[src/hw/display_pkg.sv]
package display_pkg;
	// register byte offsets from the controller base address
	localparam logic [15:0] OFFSET_LOCK          = 16'h8300;
	localparam logic [15:0] OFFSET_GEN_CONFIG    = 16'h8304;
	localparam logic [15:0] OFFSET_OUTPUT_CONFIG = 16'h830c;
	localparam logic [15:0] OFFSET_H_TIMING      = 16'h8330;
	localparam logic [15:0] OFFSET_V_TIMING      = 16'h8334;
	localparam logic [15:0] OFFSET_IRQ_STATUS    = 16'h8340;
	localparam logic [15:0] OFFSET_IRQ_MASK      = 16'h8344;
	localparam logic [15:0] OFFSET_LINE_STATUS   = 16'h8348;

	// general configuration bit positions
	localparam int BIT_PIXEL_PORT_ENABLE   = 0;
	localparam int BIT_CRT_VERTICAL_SYNC_PIN_ENABLE    = 1;
	localparam int BIT_CRT_HSYNC_ENABLE    = 2;
	localparam int BIT_BLANK_OUTPUT_ENABLE = 3;
	localparam int BIT_SERIAL_ID_CLOCK     = 4;
	localparam int BIT_TIMING_GEN_ENABLE   = 5;
	localparam int BIT_VERT_IRQ_ENABLE     = 6;
	localparam int GEN_CONFIG_WIDTH        = 7;

	// output configuration bit positions; only the low bits are stored
	localparam int BIT_LINE_BUFFER_MODE_A     = 15;
	localparam int BIT_LINE_BUFFER_RW_SELECT  = 14;
	localparam int OUTPUT_CONFIG_WIDTH        = 20;

	// interrupt status bits
	localparam int IRQ_VERTICAL   = 0;
	localparam int IRQ_FRAME_WRAP = 1;
	localparam int IRQ_WIDTH      = 2;

	// timing register fields: active end, sync start, total (each 10 bits)
	localparam int TIMING_FIELD_WIDTH = 10;
	localparam int TIMING_ACTIVE_LSB  = 0;
	localparam int TIMING_SYNC_LSB    = 10;
	localparam int TIMING_TOTAL_LSB   = 20;
	localparam int TIMING_WIDTH       = 30;

	// unlock key; the value is arbitrary
	localparam logic [31:0] UNLOCK_KEY = 32'h0000_5a5a;

	localparam logic [GEN_CONFIG_WIDTH-1:0]    GEN_CONFIG_RESET    = 7'h00;
	localparam logic [OUTPUT_CONFIG_WIDTH-1:0] OUTPUT_CONFIG_RESET = 20'h00000;
	localparam logic [TIMING_WIDTH-1:0]        TIMING_RESET        = 30'h00000000;
	localparam logic [IRQ_WIDTH-1:0]           IRQ_RESET           = 2'h0;
	localparam logic                           LOCKED_RESET        = 1'b1;

	localparam logic [1:0] RESP_OKAY   = 2'h0;
	localparam logic [1:0] RESP_SLVERR = 2'h2;
endpackage : display_pkg

[src/hw/display_output_control.sv]
// Notes on behaviour
// [RULE_01] clearing vertical irq enable drops pending interrupt
// [RULE_02] enabled vertical irq fires at next vsync
// [RULE_03] timing signals only while generator enabled
// [RULE_04] generator off: pixel logic reset, timing writable
// [RULE_05] generator on: timing registers cannot change
// [RULE_06] serial clock bit drives vsync pin when disabled
// [RULE_07] software disables vsync, then toggles serial clock
// [RULE_08] blank enable off holds display enable low
// [RULE_09] hsync enable off holds crt hsync low
// [RULE_10] vsync enable off drives crt_vertical_sync_pin from the serial clock bit
// [RULE_11] panel syncs ignore crt enables, follow power logic
// [RULE_12] pixel port enables/disables on bit 0 edges
// [RULE_13] output config at 830c, writes need lock released
// [RULE_14] low twenty output config bits reset zero
// [RULE_15] diagnostic bit opens buffer, rise resets pointer
// [RULE_16] bit 14 selects read or write buffer address
// [RULE_17] locked timing writes dropped without error
//
// The AXI4-Lite slave port was chosen for this implementation.
module display_output_control
	import display_pkg::*;
(
	// clock and reset
	input  wire logic        clk_in,
	input  wire logic        reset_n_in,
	// axi4-lite write address and data
	input  wire logic [15:0] s_axi_awaddr_in,
	input  wire logic        s_axi_awvalid_in,
	output logic             s_axi_awready_out,
	input  wire logic [31:0] s_axi_wdata_in,
	input  wire logic [3:0]  s_axi_wstrb_in,
	input  wire logic        s_axi_wvalid_in,
	output logic             s_axi_wready_out,
	// axi4-lite write response
	output logic [1:0]       s_axi_bresp_out,
	output logic             s_axi_bvalid_out,
	input  wire logic        s_axi_bready_in,
	// axi4-lite read
	input  wire logic [15:0] s_axi_araddr_in,
	input  wire logic        s_axi_arvalid_in,
	output logic             s_axi_arready_out,
	output logic [31:0]      s_axi_rdata_out,
	output logic [1:0]       s_axi_rresp_out,
	output logic             s_axi_rvalid_out,
	input  wire logic        s_axi_rready_in,
	// panel power sequencing
	input  wire logic        panel_power_on_in,
	// display pins
	input  wire logic        serial_id_data_in,
	output logic             crt_hsync_out,
	output logic             crt_vertical_sync_pin_out,
	output logic             display_enable_out,
	output logic             panel_hsync_out,
	output logic             panel_vsync_out,
	output logic             pixel_port_enable_out,
	// compressed line buffer control
	output logic             line_buffer_line_buffer_mode_a_out,
	output logic             line_buffer_use_read_addr_out,
	output logic             line_buffer_wptr_reset_out,
	// interrupt
	output logic             irq_out
);
	logic                           locked;
	logic [GEN_CONFIG_WIDTH-1:0]    gen_config;
	logic [OUTPUT_CONFIG_WIDTH-1:0] display_output_config;
	logic [TIMING_WIDTH-1:0]        h_timing;
	logic [TIMING_WIDTH-1:0]        v_timing;
	logic [IRQ_WIDTH-1:0]           irq_status;
	logic [IRQ_WIDTH-1:0]           irq_mask;
	logic                           aw_held;
	logic                           w_held;
	logic [15:0]                    aw_addr;
	logic [31:0]                    w_data;
	logic [3:0]                     w_strb;
	logic                           vsync_d;
	logic                           serial_id_level;

	wire [TIMING_FIELD_WIDTH-1:0] h_count;
	wire [TIMING_FIELD_WIDTH-1:0] v_count;
	wire                          h_wrap;
	wire                          v_wrap;

	// bus handshakes
	wire do_write = aw_held && w_held && !s_axi_bvalid_out;
	wire do_read  = s_axi_arvalid_in && !s_axi_rvalid_out;
	assign s_axi_awready_out = !aw_held && !s_axi_bvalid_out;
	assign s_axi_wready_out  = !w_held && !s_axi_bvalid_out;
	assign s_axi_arready_out = !s_axi_rvalid_out;

	// byte-lane merge of the pending write
	wire [31:0] strb_mask = {{8{w_strb[3]}}, {8{w_strb[2]}}, {8{w_strb[1]}}, {8{w_strb[0]}}};
	function automatic logic [31:0] merge(input logic [31:0] old, input logic [31:0] mask, input logic [31:0] data);
		merge = (old & ~mask) | (data & mask);
	endfunction : merge

	// write decode; the lock and the timing enable gate what actually lands
	wire hit_lock    = (aw_addr == OFFSET_LOCK);
	wire hit_gen     = (aw_addr == OFFSET_GEN_CONFIG);
	wire hit_out     = (aw_addr == OFFSET_OUTPUT_CONFIG);
	wire hit_h       = (aw_addr == OFFSET_H_TIMING);
	wire hit_v       = (aw_addr == OFFSET_V_TIMING);
	wire hit_status  = (aw_addr == OFFSET_IRQ_STATUS);
	wire hit_mask    = (aw_addr == OFFSET_IRQ_MASK);
	wire hit_line    = (aw_addr == OFFSET_LINE_STATUS);
	wire write_known = hit_lock | hit_gen | hit_out | hit_h | hit_v | hit_status | hit_mask | hit_line;
	wire tg_enabled  = gen_config[BIT_TIMING_GEN_ENABLE];
	wire wr_gen      = do_write && hit_gen && !locked;
	wire wr_out      = do_write && hit_out && !locked;                                // RULE_13
	wire timing_open = !locked && !tg_enabled;                                         // RULE_05
	wire wr_h        = do_write && hit_h && timing_open;                               // RULE_04
	wire wr_v        = do_write && hit_v && timing_open;                               // RULE_17

	wire [31:0] gen_merged = merge({25'h0, gen_config}, strb_mask, w_data);
	wire [31:0] out_merged = merge({12'h0, display_output_config}, strb_mask, w_data);
	wire [31:0] h_merged   = merge({2'h0, h_timing}, strb_mask, w_data);
	wire [31:0] v_merged   = merge({2'h0, v_timing}, strb_mask, w_data);
	wire [GEN_CONFIG_WIDTH-1:0]    next_gen_config = gen_merged[GEN_CONFIG_WIDTH-1:0];
	wire [OUTPUT_CONFIG_WIDTH-1:0] next_out_config = out_merged[OUTPUT_CONFIG_WIDTH-1:0];

	// edge detection on software writes
	wire pixel_port_rise = wr_gen && !gen_config[BIT_PIXEL_PORT_ENABLE]
		&& next_gen_config[BIT_PIXEL_PORT_ENABLE];
	wire pixel_port_fall = wr_gen && gen_config[BIT_PIXEL_PORT_ENABLE]
		&& !next_gen_config[BIT_PIXEL_PORT_ENABLE];
	wire line_buffer_mode_a_rise = wr_out && !display_output_config[BIT_LINE_BUFFER_MODE_A]
		&& next_out_config[BIT_LINE_BUFFER_MODE_A];

	// pixel-domain timing; held in reset while the generator is off
	wire tg_hold = !tg_enabled;                                                        // RULE_04

	timing_counter #(
		.WIDTH (TIMING_FIELD_WIDTH)
	) h_counter (
		.clk_in     (clk_in),
		.reset_n_in (reset_n_in),
		.hold_in    (tg_hold),
		.advance_in (1'b1),
		.total_in   (h_timing[TIMING_TOTAL_LSB +: TIMING_FIELD_WIDTH]),
		.count_out  (h_count),
		.wrap_out   (h_wrap)
	);

	timing_counter #(
		.WIDTH (TIMING_FIELD_WIDTH)
	) v_counter (
		.clk_in     (clk_in),
		.reset_n_in (reset_n_in),
		.hold_in    (tg_hold),
		.advance_in (h_wrap),
		.total_in   (v_timing[TIMING_TOTAL_LSB +: TIMING_FIELD_WIDTH]),
		.count_out  (v_count),
		.wrap_out   (v_wrap)
	);

	input_sync3 serial_id_sync (
		.clk_in     (clk_in),
		.reset_n_in (reset_n_in),
		.async_in   (serial_id_data_in),
		.level_out  (serial_id_level)
	);

	// raw timing signals exist only while the generator runs
	wire h_active = (h_count < h_timing[TIMING_ACTIVE_LSB +: TIMING_FIELD_WIDTH]);
	wire v_active = (v_count < v_timing[TIMING_ACTIVE_LSB +: TIMING_FIELD_WIDTH]);
	wire h_sync   = tg_enabled && (h_count >= h_timing[TIMING_SYNC_LSB +: TIMING_FIELD_WIDTH]);  // RULE_03
	wire v_sync   = tg_enabled && (v_count >= v_timing[TIMING_SYNC_LSB +: TIMING_FIELD_WIDTH]);  // RULE_03
	wire active   = tg_enabled && h_active && v_active;                                          // RULE_03
	wire vsync_start = v_sync && !vsync_d;

	// crt_vertical_sync_pin pin carries the serial clock bit once vsync generation is off
	wire crt_vertical_sync_pin_en  = gen_config[BIT_CRT_VERTICAL_SYNC_PIN_ENABLE];
	wire next_crt_vpin = crt_vertical_sync_pin_en ? v_sync : gen_config[BIT_SERIAL_ID_CLOCK];               // RULE_06
	wire next_crt_hpin = gen_config[BIT_CRT_HSYNC_ENABLE] && h_sync;                            // RULE_09
	wire next_enable   = gen_config[BIT_BLANK_OUTPUT_ENABLE] && active;                         // RULE_08

	// interrupt events; a new event beats a simultaneous clear
	wire vie        = gen_config[BIT_VERT_IRQ_ENABLE];
	wire vie_clear  = wr_gen && !next_gen_config[BIT_VERT_IRQ_ENABLE];                          // RULE_01
	wire [IRQ_WIDTH-1:0] irq_set   = {v_wrap, vie && vsync_start};                              // RULE_02
	wire [IRQ_WIDTH-1:0] w1c       = (do_write && hit_status) ? w_data[IRQ_WIDTH-1:0] & {IRQ_WIDTH{w_strb[0]}}
		: {IRQ_WIDTH{1'b0}};
	wire [IRQ_WIDTH-1:0] irq_clear = w1c | {1'b0, vie_clear};
	wire [IRQ_WIDTH-1:0] next_irq_status = irq_set | (irq_status & ~irq_clear);

	assign irq_out = |(irq_status & irq_mask);

	// read decode
	wire [15:0] ra = s_axi_araddr_in;
	wire read_known = (ra == OFFSET_LOCK) | (ra == OFFSET_GEN_CONFIG) | (ra == OFFSET_OUTPUT_CONFIG)
		| (ra == OFFSET_H_TIMING) | (ra == OFFSET_V_TIMING) | (ra == OFFSET_IRQ_STATUS)
		| (ra == OFFSET_IRQ_MASK) | (ra == OFFSET_LINE_STATUS);
	wire [31:0] line_status = {serial_id_level, 9'h0, v_count, 2'h0, h_count};
	wire [31:0] read_value =
		(ra == OFFSET_LOCK)          ? {31'h0, locked} :
		(ra == OFFSET_GEN_CONFIG)    ? {25'h0, gen_config} :
		(ra == OFFSET_OUTPUT_CONFIG) ? {12'h0, display_output_config} :
		(ra == OFFSET_H_TIMING)      ? {2'h0, h_timing} :
		(ra == OFFSET_V_TIMING)      ? {2'h0, v_timing} :
		(ra == OFFSET_IRQ_STATUS)    ? {30'h0, irq_status} :
		(ra == OFFSET_IRQ_MASK)      ? {30'h0, irq_mask} :
		(ra == OFFSET_LINE_STATUS)   ? line_status : 32'h0;

	// bus channel state
	always_ff @(posedge clk_in) begin
		if (!reset_n_in) begin
			aw_held          <= 1'b0;
			w_held           <= 1'b0;
			aw_addr          <= 16'h0;
			w_data           <= 32'h0;
			w_strb           <= 4'h0;
			s_axi_bvalid_out <= 1'b0;
			s_axi_bresp_out  <= RESP_OKAY;
		end else begin
			if (s_axi_awvalid_in && s_axi_awready_out) begin
				aw_held <= 1'b1;
				aw_addr <= {s_axi_awaddr_in[15:2], 2'h0};
			end
			if (s_axi_wvalid_in && s_axi_wready_out) begin
				w_held <= 1'b1;
				w_data <= s_axi_wdata_in;
				w_strb <= s_axi_wstrb_in;
			end
			if (do_write) begin
				aw_held          <= 1'b0;
				w_held           <= 1'b0;
				s_axi_bvalid_out <= 1'b1;
				s_axi_bresp_out  <= write_known ? RESP_OKAY : RESP_SLVERR;                // RULE_17
			end else if (s_axi_bready_in) begin
				s_axi_bvalid_out <= 1'b0;
			end
		end
	end

	always_ff @(posedge clk_in) begin
		if (!reset_n_in) begin
			s_axi_rvalid_out <= 1'b0;
			s_axi_rdata_out  <= 32'h0;
			s_axi_rresp_out  <= RESP_OKAY;
		end else if (do_read) begin
			s_axi_rvalid_out <= 1'b1;
			s_axi_rdata_out  <= read_value;
			s_axi_rresp_out  <= read_known ? RESP_OKAY : RESP_SLVERR;
		end else if (s_axi_rready_in) begin
			s_axi_rvalid_out <= 1'b0;
		end
	end

	// software registers
	always_ff @(posedge clk_in) begin
		if (!reset_n_in) begin
			locked                <= LOCKED_RESET;
			gen_config            <= GEN_CONFIG_RESET;
			display_output_config <= OUTPUT_CONFIG_RESET;                                   // RULE_14
			h_timing              <= TIMING_RESET;
			v_timing              <= TIMING_RESET;
			irq_mask              <= IRQ_RESET;
			irq_status            <= IRQ_RESET;
		end else begin
			irq_status <= next_irq_status;
			if (do_write && hit_lock) begin
				locked <= (w_data != UNLOCK_KEY);
			end
			if (wr_gen) begin
				gen_config <= next_gen_config;
			end
			if (wr_out) begin
				display_output_config <= next_out_config;                                 // RULE_13
			end
			if (wr_h) begin
				h_timing <= h_merged[TIMING_WIDTH-1:0];                                   // RULE_05
			end
			if (wr_v) begin
				v_timing <= v_merged[TIMING_WIDTH-1:0];                                   // RULE_05
			end
			if (do_write && hit_mask) begin
				irq_mask <= w_data[IRQ_WIDTH-1:0];
			end
		end
	end

	// registered pin drivers; the pixel port follows write edges, not the level
	always_ff @(posedge clk_in) begin
		if (!reset_n_in || tg_hold) begin
			vsync_d <= 1'b0;
		end else begin
			vsync_d <= v_sync;
		end
	end

	always_ff @(posedge clk_in) begin
		if (!reset_n_in) begin
			crt_hsync_out                 <= 1'b0;
			crt_vertical_sync_pin_out     <= 1'b0;
			display_enable_out            <= 1'b0;
			panel_hsync_out               <= 1'b0;
			panel_vsync_out               <= 1'b0;
			pixel_port_enable_out         <= 1'b0;
			line_buffer_line_buffer_mode_a_out          <= 1'b0;
			line_buffer_use_read_addr_out <= 1'b0;
			line_buffer_wptr_reset_out    <= 1'b0;
		end else begin
			crt_hsync_out             <= next_crt_hpin;                                  // RULE_09
			crt_vertical_sync_pin_out <= next_crt_vpin;                                  // RULE_10
			display_enable_out        <= next_enable;                                    // RULE_08
			panel_hsync_out           <= panel_power_on_in && h_sync;                    // RULE_11
			panel_vsync_out           <= panel_power_on_in && v_sync;                    // RULE_11
			if (pixel_port_rise) begin
				pixel_port_enable_out <= 1'b1;                                           // RULE_12
			end else if (pixel_port_fall) begin
				pixel_port_enable_out <= 1'b0;                                           // RULE_12
			end
			line_buffer_line_buffer_mode_a_out          <= display_output_config[BIT_LINE_BUFFER_MODE_A];  // RULE_15
			line_buffer_use_read_addr_out <= display_output_config[BIT_LINE_BUFFER_MODE_A]
				&& display_output_config[BIT_LINE_BUFFER_RW_SELECT];                       // RULE_16
			line_buffer_wptr_reset_out    <= line_buffer_mode_a_rise;                                   // RULE_15
		end
	end
endmodule : display_output_control

[src/hw/input_sync3.sv]
module input_sync3 (
	// clock and reset
	input  wire logic clk_in,
	input  wire logic reset_n_in,
	// asynchronous level and its settled copy
	input  wire logic async_in,
	output logic      level_out
);
	logic stage1;
	logic stage2;
	logic stage3;

	// the settled level only moves once the second and third stages agree
	always_ff @(posedge clk_in) begin
		if (!reset_n_in) begin
			stage1    <= 1'b0;
			stage2    <= 1'b0;
			stage3    <= 1'b0;
			level_out <= 1'b0;
		end else begin
			stage1 <= async_in;
			stage2 <= stage1;
			stage3 <= stage2;
			if (stage2 == stage3) begin
				level_out <= stage3;
			end
		end
	end
endmodule : input_sync3

[src/hw/timing_counter.sv]
module timing_counter #(
	parameter int WIDTH = 10
) (
	// clock and reset
	input  wire logic             clk_in,
	input  wire logic             reset_n_in,
	// control
	input  wire logic             hold_in,
	input  wire logic             advance_in,
	input  wire logic [WIDTH-1:0] total_in,
	// state
	output logic      [WIDTH-1:0] count_out,
	output logic                  wrap_out
);
	wire last_count = (count_out >= total_in);

	assign wrap_out = advance_in && last_count && !hold_in;

	always_ff @(posedge clk_in) begin
		if (!reset_n_in || hold_in) begin
			count_out <= '0;
		end else if (advance_in) begin
			count_out <= last_count ? '0 : count_out + 1'b1;
		end
	end
endmodule : timing_counter

[config.mk]
export PLATFORM = sky130hd
export DESIGN_NAME = display_output_control
export DESIGN_NICKNAME = d
export VERILOG_FILES = /design/src/hw/display_pkg.sv /design/src/hw/display_output_control.sv /design/src/hw/input_sync3.sv /design/src/hw/timing_counter.sv
export SDC_FILE = /design/constraint.sdc
export NUM_CORES = 1
export LEC_CHECK = 0
export ABC_AREA = 1
export BUFFER_PORTS_ARGS = -buffer_cell sky130_fd_sc_hd__clkbuf_2
export CAP_MARGIN = 10
export CORE_MARGIN = 2
export CORE_UTILIZATION = 50
export CTS_CLUSTER_DIAMETER = 80
export DETAILED_ROUTE_END_ITERATION = 10
export GPL_TIMING_DRIVEN = 0
export PLACE_DENSITY = 0.68
export SLEW_MARGIN = 25
export SYNTH_ARGS = -nofsm -noshare
export SYNTH_HDL_FRONTEND = slang
export SYNTH_SLANG_ARGS = --single-unit
[constraint.sdc]
create_clock -name clk_in -period 3.4 [get_ports clk_in]
set_input_delay 0.34 -clock clk_in [delete_from_list [all_inputs] [get_ports clk_in]]
set_output_delay 0.34 -clock clk_in [all_outputs]
set_load 0.005 [all_outputs]
# After elaboration in Yosys (flattened, before gate mapping)
# Index checks and enable logic that the tools add are counted.
[word_totals] ff_bits=216 latch_bits=0 mem_bits_rw=0 mem_bits_ro=0 in_bits=77 output_inout_bits=51 wordCells=168 memories=0
[op_classes] add_sub_neg=2 multipliers=0 n_div=0 n_lt_le_gt_ge=6 n_eq_ne=18 shift=0 mux=19 bitwise_logic=31 n_reduce_logical=59
[ops] operator="32-bit two-way mux" n=8
[ops] operator="16-bit == test, second input constant" n=8
[ops] operator="14-bit == test, second input constant" n=8
[ops] operator="30-bit bitwise AND" n=3
[ops] operator="30-bit bitwise OR" n=2
[ops] operator="10-bit >= comparator" n=4
[ops] operator="1-bit logical AND" n=40
[ops] operator="32-bit by 15-bit inequality test with 1-bit output, second input constant" n=1
[ops] operator="30-bit NOT" n=1
[ops] operator="10-bit by 1-bit adder with 10-bit output, second input constant" n=2
[ops] operator="20-bit bitwise AND" n=1
[ops] operator="10-bit < comparator" n=2
[ops] operator="20-bit bitwise OR" n=1
[ops] operator="1-bit bitwise OR" n=14
[ops] operator="1-bit zero test" n=12
[ops] operator="10-bit two-way mux" n=1
[ops] operator="7-bit bitwise AND" n=1
[ops] operator="1-bit two-way mux" n=7
[ops] operator="7-bit bitwise OR" n=1
[ops] operator="2-bit bitwise AND" n=3
[ops] operator="2-bit two-way mux" n=3
[ops] operator="2-bit nonzero test" n=3
[ops] operator="2-bit OR reduction" n=3
[ops] operator="2-bit NOT" n=1
[ops] operator="other kinds (5)" n=5

# Depth between registers and ports, before layout
# Gate-level depths: netlist (run 1).
[logic_depth] depth_word=9 depth_mapped=14 mapped_depth_nobuf=13

# Hierarchy
# Synthesis (run 1) repeated with hierarchy kept, for this count alone.
[hier_totals] cells_unflattened=1389 hier_area_um2=10391.2
[by_module_without_submodules] module="display_output_control" instances=1 cells_per_inst=1176 area_each_um2=8765.9 seq_area_each_um2=3783.6
[by_module_without_submodules] module="timing_counter" instances=2 cells_per_inst=100 area_each_um2=754.5 seq_area_each_um2=200.2
[by_module_without_submodules] module="input_sync3" instances=1 cells_per_inst=13 area_each_um2=116.4 seq_area_each_um2=80.1

# Worst setup path after synthesis (run 1)
# Ideal clock, no wire load.
[synth_path] path_kind="reg-to-reg" from="register h_counter.count_out[0]" to="register v_counter.count_out[3]" setup_time_ns=0.118 arrival_time_ns=1.731 t_required_ns=3.282 slack_ns=1.551 path_stages_with_launch=13 n_path_buf=1 synth_period_minus_slack_ns=1.849 path_cell_list="dfxtp_1 inv_1 ha_1 nand2_1 nor2_1 nand2_1 o2111ai_1 nand2_1 inv_2 buf_2 nand3_1 nand2_1 nor2_1"
[synth_between] elab_chain_cells=2
[synth_lines] element="start: declaration" line_no="timing_counter.sv:12" text="output logic [WIDTH-1:0] count_out,"
[synth_lines] element="start signal: assignment" line_no="timing_counter.sv:23" text="count_out <= last_count ? '0 : count_out + 1'b1;"
[synth_lines] element="10-bit >= comparator" line_no="timing_counter.sv:15" text="wire last_count = (count_out >= total_in);"
[synth_lines] element="1-bit logical AND" line_no="timing_counter.sv:17" text="assign wrap_out = advance_in && last_count && !hold_in;"
[synth_lines] element="end signal: assignment" line_no="timing_counter.sv:23"
[synth_lines] element="end: declaration" line_no="timing_counter.sv:12"
# Every way passes these cells.
# A chain may end at the register's enable or synchronous reset.

# Final worst setup path (run 1)
[layout_path] from="register h_counter.count_out[0]" to="register v_counter.count_out[1]"
# The elaborated chain is that of the path after synthesis.

==> flow_summary.json, run 1 <==
{
  "fin_area_sq_mm": 0.01268,
  "drive_gt1_share_pct": 18.05,
  "status": "completed",
  "ys_ff_latch": 213,
  "grt_max_degree": 14,
  "grt_pass1_wl_mm": 50.57,
  "htree_levels": 1,
  "io_buffer_count": 122,
  "syn_area_sq_mm": 0.01081,
  "crit_path_start_kind": "flip-flop",
  "utilization_pct": 59.94,
  "internal_power_mw": 4.515,
  "fmax_mhz": 403.2,
  "rows": 53,
  "slew_viol_final": 0,
  "path_class": "reg -> reg",
  "dieHeight_um": 151.1,
  "pre_cts_slack_ns": 0.9670,
  "globalplace.congestion": 0.9488,
  "syn_inst": 1410,
  "ir_drop_mv": 0.4340,
  "placed_area_sq_mm": 0.01178,
  "grtUsageTotal_pct": 28.75,
  "multiInputGateArea_sq_mm": 0.005602,
  "cts-buffers-inserted": 24,
  "die-area_sq_mm": 0.02282,
  "required_ns": 3.79,
  "yosysSeqAreaShare_pct": 39.44,
  "p_sw_mw": 1.415,
  "n_antenna_cell": 0,
  "synthArstFlopShare_pct": 0,
  "swShare_pct": 23.87,
  "ys_types": 50,
  "final_nets": 1698,
  "cp_max_fo": 8,
  "worst_ep_arrival_time_ns": 2.87,
  "seq_area_sq_mm": 0.004264,
  "io_pins": 128,
  "antenna_found_initial": 0,
  "nFillCells": 1985,
  "fin_skew_ns": 0.008681,
  "hp-class": "in -> reg",
  "drc": 0,
  "tightest_slew_ns": 0.9112,
  "die_x_um": 151.1,
  "rsz0062_at_grt": "false",
  "ys.flop_type": "dfxtp_1",
  "num_vias": 10190,
  "syn_area_per_cell_sq_um": 7.669,
  "min_period_ns": 2.480,
  "syn_to_final_growth_pct": 17.26,
  "powerDensity_mw_per_mm2": 467.7,
  "clockBufferDepth": 3,
  "setup_violations": 0,
  "overflow": 0,
  "wirelength_mm": 32.31,
  "setup_tns_ns": 0,
  "p_seq_share_pct": 44.5,
  "clock_latency_ns": 0.52,
  "period_share_pct": 72.94,
  "post_cts_resized": 0,
  "final_common_cell": "dfxtp_1",
  "stdcell_count": 1854,
  "synth_warnings": 0,
  "maxCapViolCount": 0,
  "dp_hpwl_mm": 24.71,
  "p_clk_share_pct": 49.1,
  "clkSinkCount": 213,
  "first_global_vias": 9387,
  "cts_tree": "yes",
  "p_leak_nw": 5.398,
  "placed_cells": 1809,
  "slew_headroom_pct": 38.69,
  "pwr-share-comb_pct": 6.3,
  "finalHoldViolCount": 0,
  "clk_pin_slew_ns": 0.06,
  "wire_per_inst_um": 17.43,
  "avgViaCountPerCell": 5.498,
  "detail-route-antenna-nets": 0,
  "end_kind": "flip-flop",
  "drt_iter0_drc": 617,
  "first_pass_iters": 7,
  "cts_setup_buffers": 0,
  "synth-edff-count": 0,
  "initial_core_util_pct": 51.11,
  "fin_ws_ns": 0.9200,
  "core_sq_mm": 0.02115,
  "mostFrequentLayoutCells": "dfxtp_1 (213), nor2_1 (211), nand2_1 (190)",
  "clockRootBuffer": "clkbuf_16"
}
Yosys cell counts, drive strengths merged (3+ instances only):
| library cell | count | area share (%) |
|---|---|---|
| a211oi | 63 | 6.8 |
| a21oi | 125 | 5.8 |
| a31oi | 7 | 0.40 |
| buf | 19 | 1.4 |
| clkbuf | 39 | 1.4 |
| clkinv | 5 | 0.17 |
| dfxtp | 213 | 39 |
| ha | 60 | 6.9 |
| inv | 169 | 5.9 |
| nand2 | 203 | 7.7 |
| nand3 | 60 | 2.9 |
| nand4 | 15 | 0.93 |
| nor2 | 219 | 8.0 |
| nor3 | 29 | 1.7 |
| nor3b | 5 | 0.45 |
| nor4 | 14 | 0.81 |
| o2111ai | 3 | 0.24 |
| o211ai | 16 | 1.1 |
| o21a | 15 | 1.0 |
| o21ai | 97 | 4.5 |
| o221ai | 4 | 0.32 |
| o22ai | 8 | 0.46 |
| or2 | 3 | 0.17 |
| xor2 | 7 | 0.57 |
layout make-up:
type	instances	share of cell area (%)
Buffer	58	2.378
Clock buffer	32	5.536
Clock inverter	12	1.520
Inverter	174	5.151
Multi-Input combinational cell	967	44.18
Sequential cell	213	33.63
Tap cell	275	2.714
Timing Repair Buffer	123	4.894
per-layer routing:
layer,wire length [um],part of all wire [%],global-route usage [%],vias to the layer above
met5,0,0,0,-
met4,909,2.8,8.084,0
met3,2557,7.9,4.217,63
met2,14160,44,45.48,379
met1,14680,45,40.96,4718
li1,-,-,-,5033
cell families after synthesis:
| family | count (synthesis) | share of synthesized area (%) |
|---|---|---|
| AOI/OAI and AO/OA | 345 | 21.21 |
| xor gates and xnor gates | 9 | 0.7290 |
| adders and majority gates | 60 | 6.943 |
| buffers and inverters | 232 | 8.829 |
| DFF | 213 | 39.44 |
| other | 1 | 0.03468 |
| and+or+nand+nor | 550 | 22.82 |
through the flow:
| step | hold WS (ns) | power, mW |
|---|---|---|
| 2_1_floorplan | 0.3905 | 2.900 |
| 3_3_place_gp | 0.4013 | 3.057 |
| 3_5_place_dp | 0.4163 | 3.065 |
| 4_1_cts | 0.02029 | 5.947 |
| 5_1_grt | 0.03776 | 6.111 |
| 6_report | 0.03679 | 5.930 |
what timing repair did:
action / CTS / global route
hold endpoints to repair: 1 / 0
setup endpoints to repair: 0 / 0
hold buffers: 1 / 0
power by group through the flow:
stage	Combinational [mW]	Clock, mW	Sequential, mW
after floorplan	0.235	0	2.66
after global routing	0.420	3.04	2.65
final	0.375	2.91	2.64
after detailed placement	0.372	0	2.69
after CTS	0.375	2.94	2.64
after global placement	0.365	0	2.69
worst max-delay path, stage by stage (launching register included):
cell and delay, ns:
dfxtp_1 0.56, inv_1 0.12, ha_1 0.30, nand2_1 0.04
nor2_1 0.10, nand2_1 0.06, o2111ai_1 0.26, nand2_1 0.27
inv_2 0.12, nand2_1 0.18, nand2_1 0.28, a21oi_1 0.07
path summary, 6_finish.rpt:
kind,from,end,cells after the start,slack (ns)
hold reg to reg,serial_id_sync.stage1,serial_id_sync.stage2,2,0.43
setup reg to reg,h_counter.count_out[0],v_counter.count_out[1],11,0.92
hold / removal,panel_power_on_in,panel_vsync_out,3,0.04
setup / recovery,h_counter.count_out[0],v_counter.count_out[1],11,0.92
Note: power is estimated with default switching activity, not from simulation.
==> run 2: changes to the inputs <==
- ABC_AREA: 1 -> 0
- clock period: 3.4 -> 2.55 ns (I/O delays scaled with it)
==> flow_summary.json, run 2 <==
{
  "fin_skew_ns": 0.01701,
  "synth_top_cell_area_share_pct": 40.29,
  "pre_cts_slack_ns": -0.3559,
  "final_nets": 1608,
  "syn_area_sq_mm": 0.01058,
  "drive_gt1_share_pct": 14.45,
  "fin_area_sq_mm": 0.01292,
  "io_buffer_count": 120,
  "dieHeight_um": 149.5,
  "core_sq_mm": 0.02089,
  "max_stage_delay_ns": 0.59,
  "seq_area_sq_mm": 0.004267,
  "yosysSeqAreaShare_pct": 40.29,
  "synth_commonest_cells": "nand2_1 (254), dfxtp_1 (213), a21boi_0 (87), nand3_1 (86), inv_1 (66)",
  "utilization_pct": 61.86,
  "hold_ws_ns": 0.004051,
  "required_ns": 2.95,
  "syn_to_final_growth_pct": 22.11,
  "io_pins": 128,
  "ys_ff_latch": 213,
  "dp_hpwl_mm": 24.46,
  "fin_ws_ns": 0.1722,
  "rows": 53,
  "nFillCells": 1913,
  "initial_core_util_pct": 50.66,
  "worstHoldStart": "s_axi_wdata_in[31]",
  "hp-class": "in -> reg",
  "clockBufferDepth": 3,
  "cts_tree": "yes",
  "mostFrequentLayoutCells": "nand2_1 (253), dfxtp_1 (211), clkbuf_2 (122)",
  "clkSinkCount": 213,
  "syn_inst": 1266,
  "worst_ep_arrival_time_ns": 2.78,
  "min_period_ns": 2.378,
  "die-area_sq_mm": 0.02234,
  "num_vias": 9768,
  "status": "completed",
  "crit_path_start_kind": "flip-flop",
  "first_global_vias": 9116,
  "grt_max_degree": 13,
  "placed_area_sq_mm": 0.01153,
  "yosys.area.top_type": "dfxtp_1",
  "antenna_found_initial": 0,
  "period_share_pct": 93.25,
  "synthArstFlopShare_pct": 0,
  "stdcell_count": 1763,
  "wirelength_mm": 32.65,
  "overflow": 0,
  "rsz0062_at_grt": "false",
  "synth_most_common_cell": "nand2_1",
  "setup_violations": 0,
  "htree_levels": 1,
  "finalHoldViolCount": 0,
  "cp_top_family": "simple AND/OR/NAND/NOR gates",
  "worst-path-buf-inv": 0,
  "synth-edff-count": 0,
  "first_pass_iters": 5,
  "placed_cells": 1663,
  "clock_latency_ns": 0.52,
  "cp_max_fo": 4,
  "grt_pass1_wl_mm": 50.78,
  "n_antenna_cell": 0,
  "wire_per_inst_um": 18.52,
  "final_common_cell": "nand2_1",
  "p_leak_nw": 4.920,
  "path_class": "reg -> reg",
  "tightest_slew_ns": 0.9350,
  "globalplace.congestion": 0.9483,
  "r2r-start": "aw_addr[10]",
  "ys.flop_type": "dfxtp_1",
  "slew_headroom_pct": 37.67,
  "maxCapViolCount": 0,
  "critPathSlowestCell": "or4_1",
  "syn_area_per_cell_sq_um": 8.359,
  "slew_viol_final": 0,
  "clockRootBuffer": "clkbuf_16",
  "synth.area.top_cells": "dfxtp_1 (40%), nand2_1 (9.0%), ha_1 (7.1%), a21boi_0 (6.2%), nand3_1 (4.1%)",
  "critPathLaunch": "aw_addr[10]",
  "crit_chain": "or4b_4, or4_1, nor3_2, nand3_1, o2bb2ai_1, and2_1",
  "detail-route-antenna-nets": 0,
  "avgViaCountPerCell": 5.541,
  "ys_types": 73,
  "clk_pin_slew_ns": 0.06,
  "drc": 0,
  "die_x_um": 149.5,
  "synth_warnings": 0,
  "grtUsageTotal_pct": 29.49,
  "powerDensity_mw_per_mm2": 573.3,
  "drt_iter0_drc": 696,
  "end_kind": "flip-flop",
  "ir_drop_mv": 0.4735,
  "cts-buffers-inserted": 24,
  "fmax_mhz": 420.6,
  "multiInputGateArea_sq_mm": 0.005762
}
## run 2: metrics by stage
step	power (mW)	TNS, ns
after floorplan	3.798	0
after global placement	4.003	-6.335
after detailed placement	4.009	-6.377
after CTS	7.446	0
after global routing	7.651	0
final	7.408	0
## run 2: worst paths after layout
path / to / slack (ns) / cells after the start
setup / recovery: irq_status[1] / 0.17 / 6
hold / removal: w_data[31] / 0.004 / 3
setup reg to reg: irq_status[1] / 0.17 / 6
hold reg to reg: serial_id_sync.stage2 / 0.43 / 1
## run 2: what timing repair did
action,in CTS,in global routing
setup endpoints to repair,20,45
endpoints found under the hold margin,50,0
setup buffers,0,6
gates resized for setup,4,5
pin swaps,0,3
hold buffers,51,0
## run 2: logic make-up after synthesis
| family | Yosys count | synth area share, % |
|---|---|---|
| flops | 213 | 40.29 |
| mux | 37 | 3.523 |
| xor+xnor | 10 | 0.8276 |
| compound gates | 300 | 19.47 |
| simple gates | 505 | 23.21 |
| buf+inv | 140 | 5.545 |
| fa+ha+maj | 60 | 7.094 |
| other cells | 1 | 0.03544 |
## run 2: power by group
part	internal, mW	switching [mW]	total [mW]	leakage [nW]
Combinational	0.229	0.296	0.525	2.81
Clock	2.05	1.36	3.40	0.387
Sequential	3.40	0.0828	3.48	1.73
## run 2: final cells by class
class / instances / share of cell area [%]
plain buffers: 74 / 2.634
clock buffers: 39 / 5.945
clock inverters: 4 / 0.1936
inverters: 66 / 1.917
multi-input cells: 915 / 44.59
flip-flops and latches: 213 / 33.02
well taps: 275 / 2.663
repair buffers: 177 / 9.043
## run 2: routing by layer
metal  track usage (%)  routed length (um)  up-vias
met5                 0                   0        -
met4             9.857                1061        0
met3             3.415                2287       62
met2             46.22               14290      351
met1             42.26               15010     4554
li1                  -                   -     4801
## run 2: worst min-delay path, delay by kind of cell
kind | cells | cell delay [ns]
AO/OA/AOI/OAI | 1 | 0.07
buffers and inverters | 1 | 0.08
AND/OR/NAND/NOR | 1 | 0.06
==> run 3: changes to the inputs <==
- BUFFER_PORTS_ARGS: -buffer_cell sky130_fd_sc_hd__clkbuf_2 -> -buffer_cell sky130_fd_sc_hd__buf_4
- PLACE_DENSITY: 0.68 -> 0.7
==> flow_summary.json, run 3 (synthesis gave the netlist of run 2 again) <==
{
  "path_class": "reg -> reg",
  "status": "completed",
  "die-area_sq_mm": 0.02234,
  "utilization_pct": 60.66,
  "grtUsageTotal_pct": 29.11,
  "period_share_pct": 93.72,
  "n_antenna_cell": 0,
  "hp-class": "in -> reg",
  "final_common_cell": "nand2_1",
  "hold-path-cell-count": 3,
  "globalplace.congestion": 0.9551,
  "antenna_found_initial": 0,
  "dp_hpwl_mm": 24.68,
  "required_ns": 2.98,
  "initial_core_util_pct": 50.66,
  "finalHoldViolCount": 0,
  "pre_cts_slack_ns": -0.4934,
  "p_seq_share_pct": 48.2,
  "rsz0062_at_grt": "false",
  "io_buffer_count": 120,
  "final_nets": 1560,
  "rr_endpoint": "v_counter.count_out[9]",
  "swShare_pct": 23.49,
  "io_pins": 128,
  "fmax_mhz": 418.4,
  "clockRootBuffer": "clkbuf_16",
  "dieHeight_um": 149.5,
  "clkSinkCount": 213,
  "core_sq_mm": 0.02089,
  "worstHoldStart": "s_axi_wdata_in[27]",
  "num_vias": 9612,
  "first_global_vias": 9122,
  "min_period_ns": 2.390,
  "wire_per_inst_um": 18.96,
  "mostFrequentLayoutCells": "nand2_1 (253), dfxtp_1 (211), buf_4 (128)",
  "p_leak_nw": 4.772,
  "ir_drop_mv": 0.4244,
  "rows": 53,
  "p_sw_mw": 1.694,
  "drive_gt1_share_pct": 14.50,
  "powerDensity_mw_per_mm2": 569.2,
  "avgViaCountPerCell": 5.624,
  "first_pass_iters": 5,
  "p_clk_share_pct": 44.8,
  "cts_tree": "yes",
  "setup_violations": 0,
  "fin_ws_ns": 0.1602,
  "drt_iter0_drc": 642,
  "wirelength_mm": 32.40,
  "cp_max_fo": 10,
  "cts-buffers-inserted": 23,
  "maxCapViolCount": 0,
  "worst_ep_arrival_time_ns": 2.82,
  "htree_levels": 1,
  "end_kind": "flip-flop",
  "tightest_slew_ns": 0.8465,
  "placed_cells": 1663,
  "drc": 0,
  "stdcell_count": 1709,
  "crit_path_start_kind": "flip-flop",
  "reg2reg_slack_ns": 0.16,
  "pwr-share-comb_pct": 7.0,
  "clk_pin_slew_ns": 0.06,
  "grt_pass1_wl_mm": 50.29,
  "grt_max_degree": 14,
  "fin_skew_ns": 0.01443,
  "slew_viol_final": 0,
  "overflow": 0,
  "internal_power_mw": 5.518,
  "syn_to_final_growth_pct": 19.75,
  "whs_endpoint": "w_data[27]",
  "clock_latency_ns": 0.51,
  "detail-route-antenna-nets": 0,
  "die_x_um": 149.5,
  "slew_headroom_pct": 43.57,
  "clockBufferDepth": 3,
  "reg2reg_depth": 9
}
-- run 3: cell types whose count changed in the layout (fill, tap and decap cells not counted), moves of 2 or more --
cell           before  now
buf_4               9  128
clkbuf_2          122    2
clkbuf_16          25   23
clkbuf_8            9    2
bufinv_16           0    2
clkinvlp_4          2    0
dlygate4sd3_1      51    5
clkinv_2            2    4
-- run 3: through the flow --
| step | cell area (sq um) | total power, mW | TNS, ns | hold slack, ns |
|---|---|---|---|---|
| 6_report | 12670 | 7.213 | 0 | 0.005596 |
| 5_1_grt | 12670 | 7.435 | 0 | 0.002711 |
| 4_1_cts | 12610 | 7.233 | 0 | 0.0001432 |
| 3_5_place_dp | 11840 | 4.044 | -8.567 | 0.4214 |
| 3_3_place_gp | 11840 | 4.038 | -6.914 | 0.4134 |
| 2_1_floorplan | 10590 | 3.798 | 0 | 0.3823 |
-- run 3: repair_timing --
action                     CTS  global route
hold buffers                 5             0
pin swaps                    0             3
resized for setup            5             5
setup endpoints to repair   21            66
hold endpoints to repair     5             0
setup buffers                0             5
-- run 3: layout make-up --
| type | count | area, sq um |
|---|---|---|
| fill | 1950 | 8217 |
| sequential | 213 | 4267 |
| clock inverter | 7 | 91.34 |
| tap | 275 | 344.1 |
| buffer | 74 | 340.3 |
| multi-input combinational | 915 | 5763 |
| inverter | 66 | 247.7 |
| clock buffer | 29 | 618.1 |
| timing repair buffer | 130 | 1001 |
-- run 3: worst max path at each step --
stage	slack (ns)	startpoint	end	cells past startpoint
after floorplan	0.36	h_counter.count_out[9]	v_counter.count_out[2]	8
after global placement	-0.38	h_counter.count_out[9]	v_counter.count_out[5]	8
after detailed placement	-0.49	h_counter.count_out[9]	v_counter.count_out[9]	8
after CTS	0.02	v_counter.count_out[0]	v_counter.count_out[9]	8
after global routing	0.04	flip-flop	v_counter.count_out[9]	9
final	0.16	flip-flop	v_counter.count_out[9]	9
-- run 3: metal layers --
metal | share of wire (%) | global-route usage [%] | vias to the layer above | wire length (um)
met1 | 45 | 40.43 | 4465 | 14550
met5 | 0 | 0 | - | 0
met3 | 7.9 | 4.665 | 65 | 2562
met4 | 2.6 | 9.429 | 0 | 851
met2 | 45 | 46.35 | 384 | 14430
li1 | - | - | 4698 | -
-- run 3: critical path, cell delays in order, from the launching register on --
cell,delay [ns]
dfxtp_1,0.39
inv_1,0.08
ha_1,0.29
a211o_1,0.29
a21oi_1,0.16
nand3_1,0.13
o21ai_2,0.26
clkbuf_2,0.31
o21ai_2,0.20
a21oi_1,0.19
-- run 3: power by group through the flow --
| stage | Clock (mW) | Combinational, mW | Sequential [mW] |
|---|---|---|---|
| after CTS | 3.26 | 0.506 | 3.47 |
| after floorplan | 0 | 0.284 | 3.51 |
| after global routing | 3.40 | 0.554 | 3.48 |
| after global placement | 0 | 0.493 | 3.55 |
| final | 3.23 | 0.506 | 3.47 |
| after detailed placement | 0 | 0.498 | 3.55 |
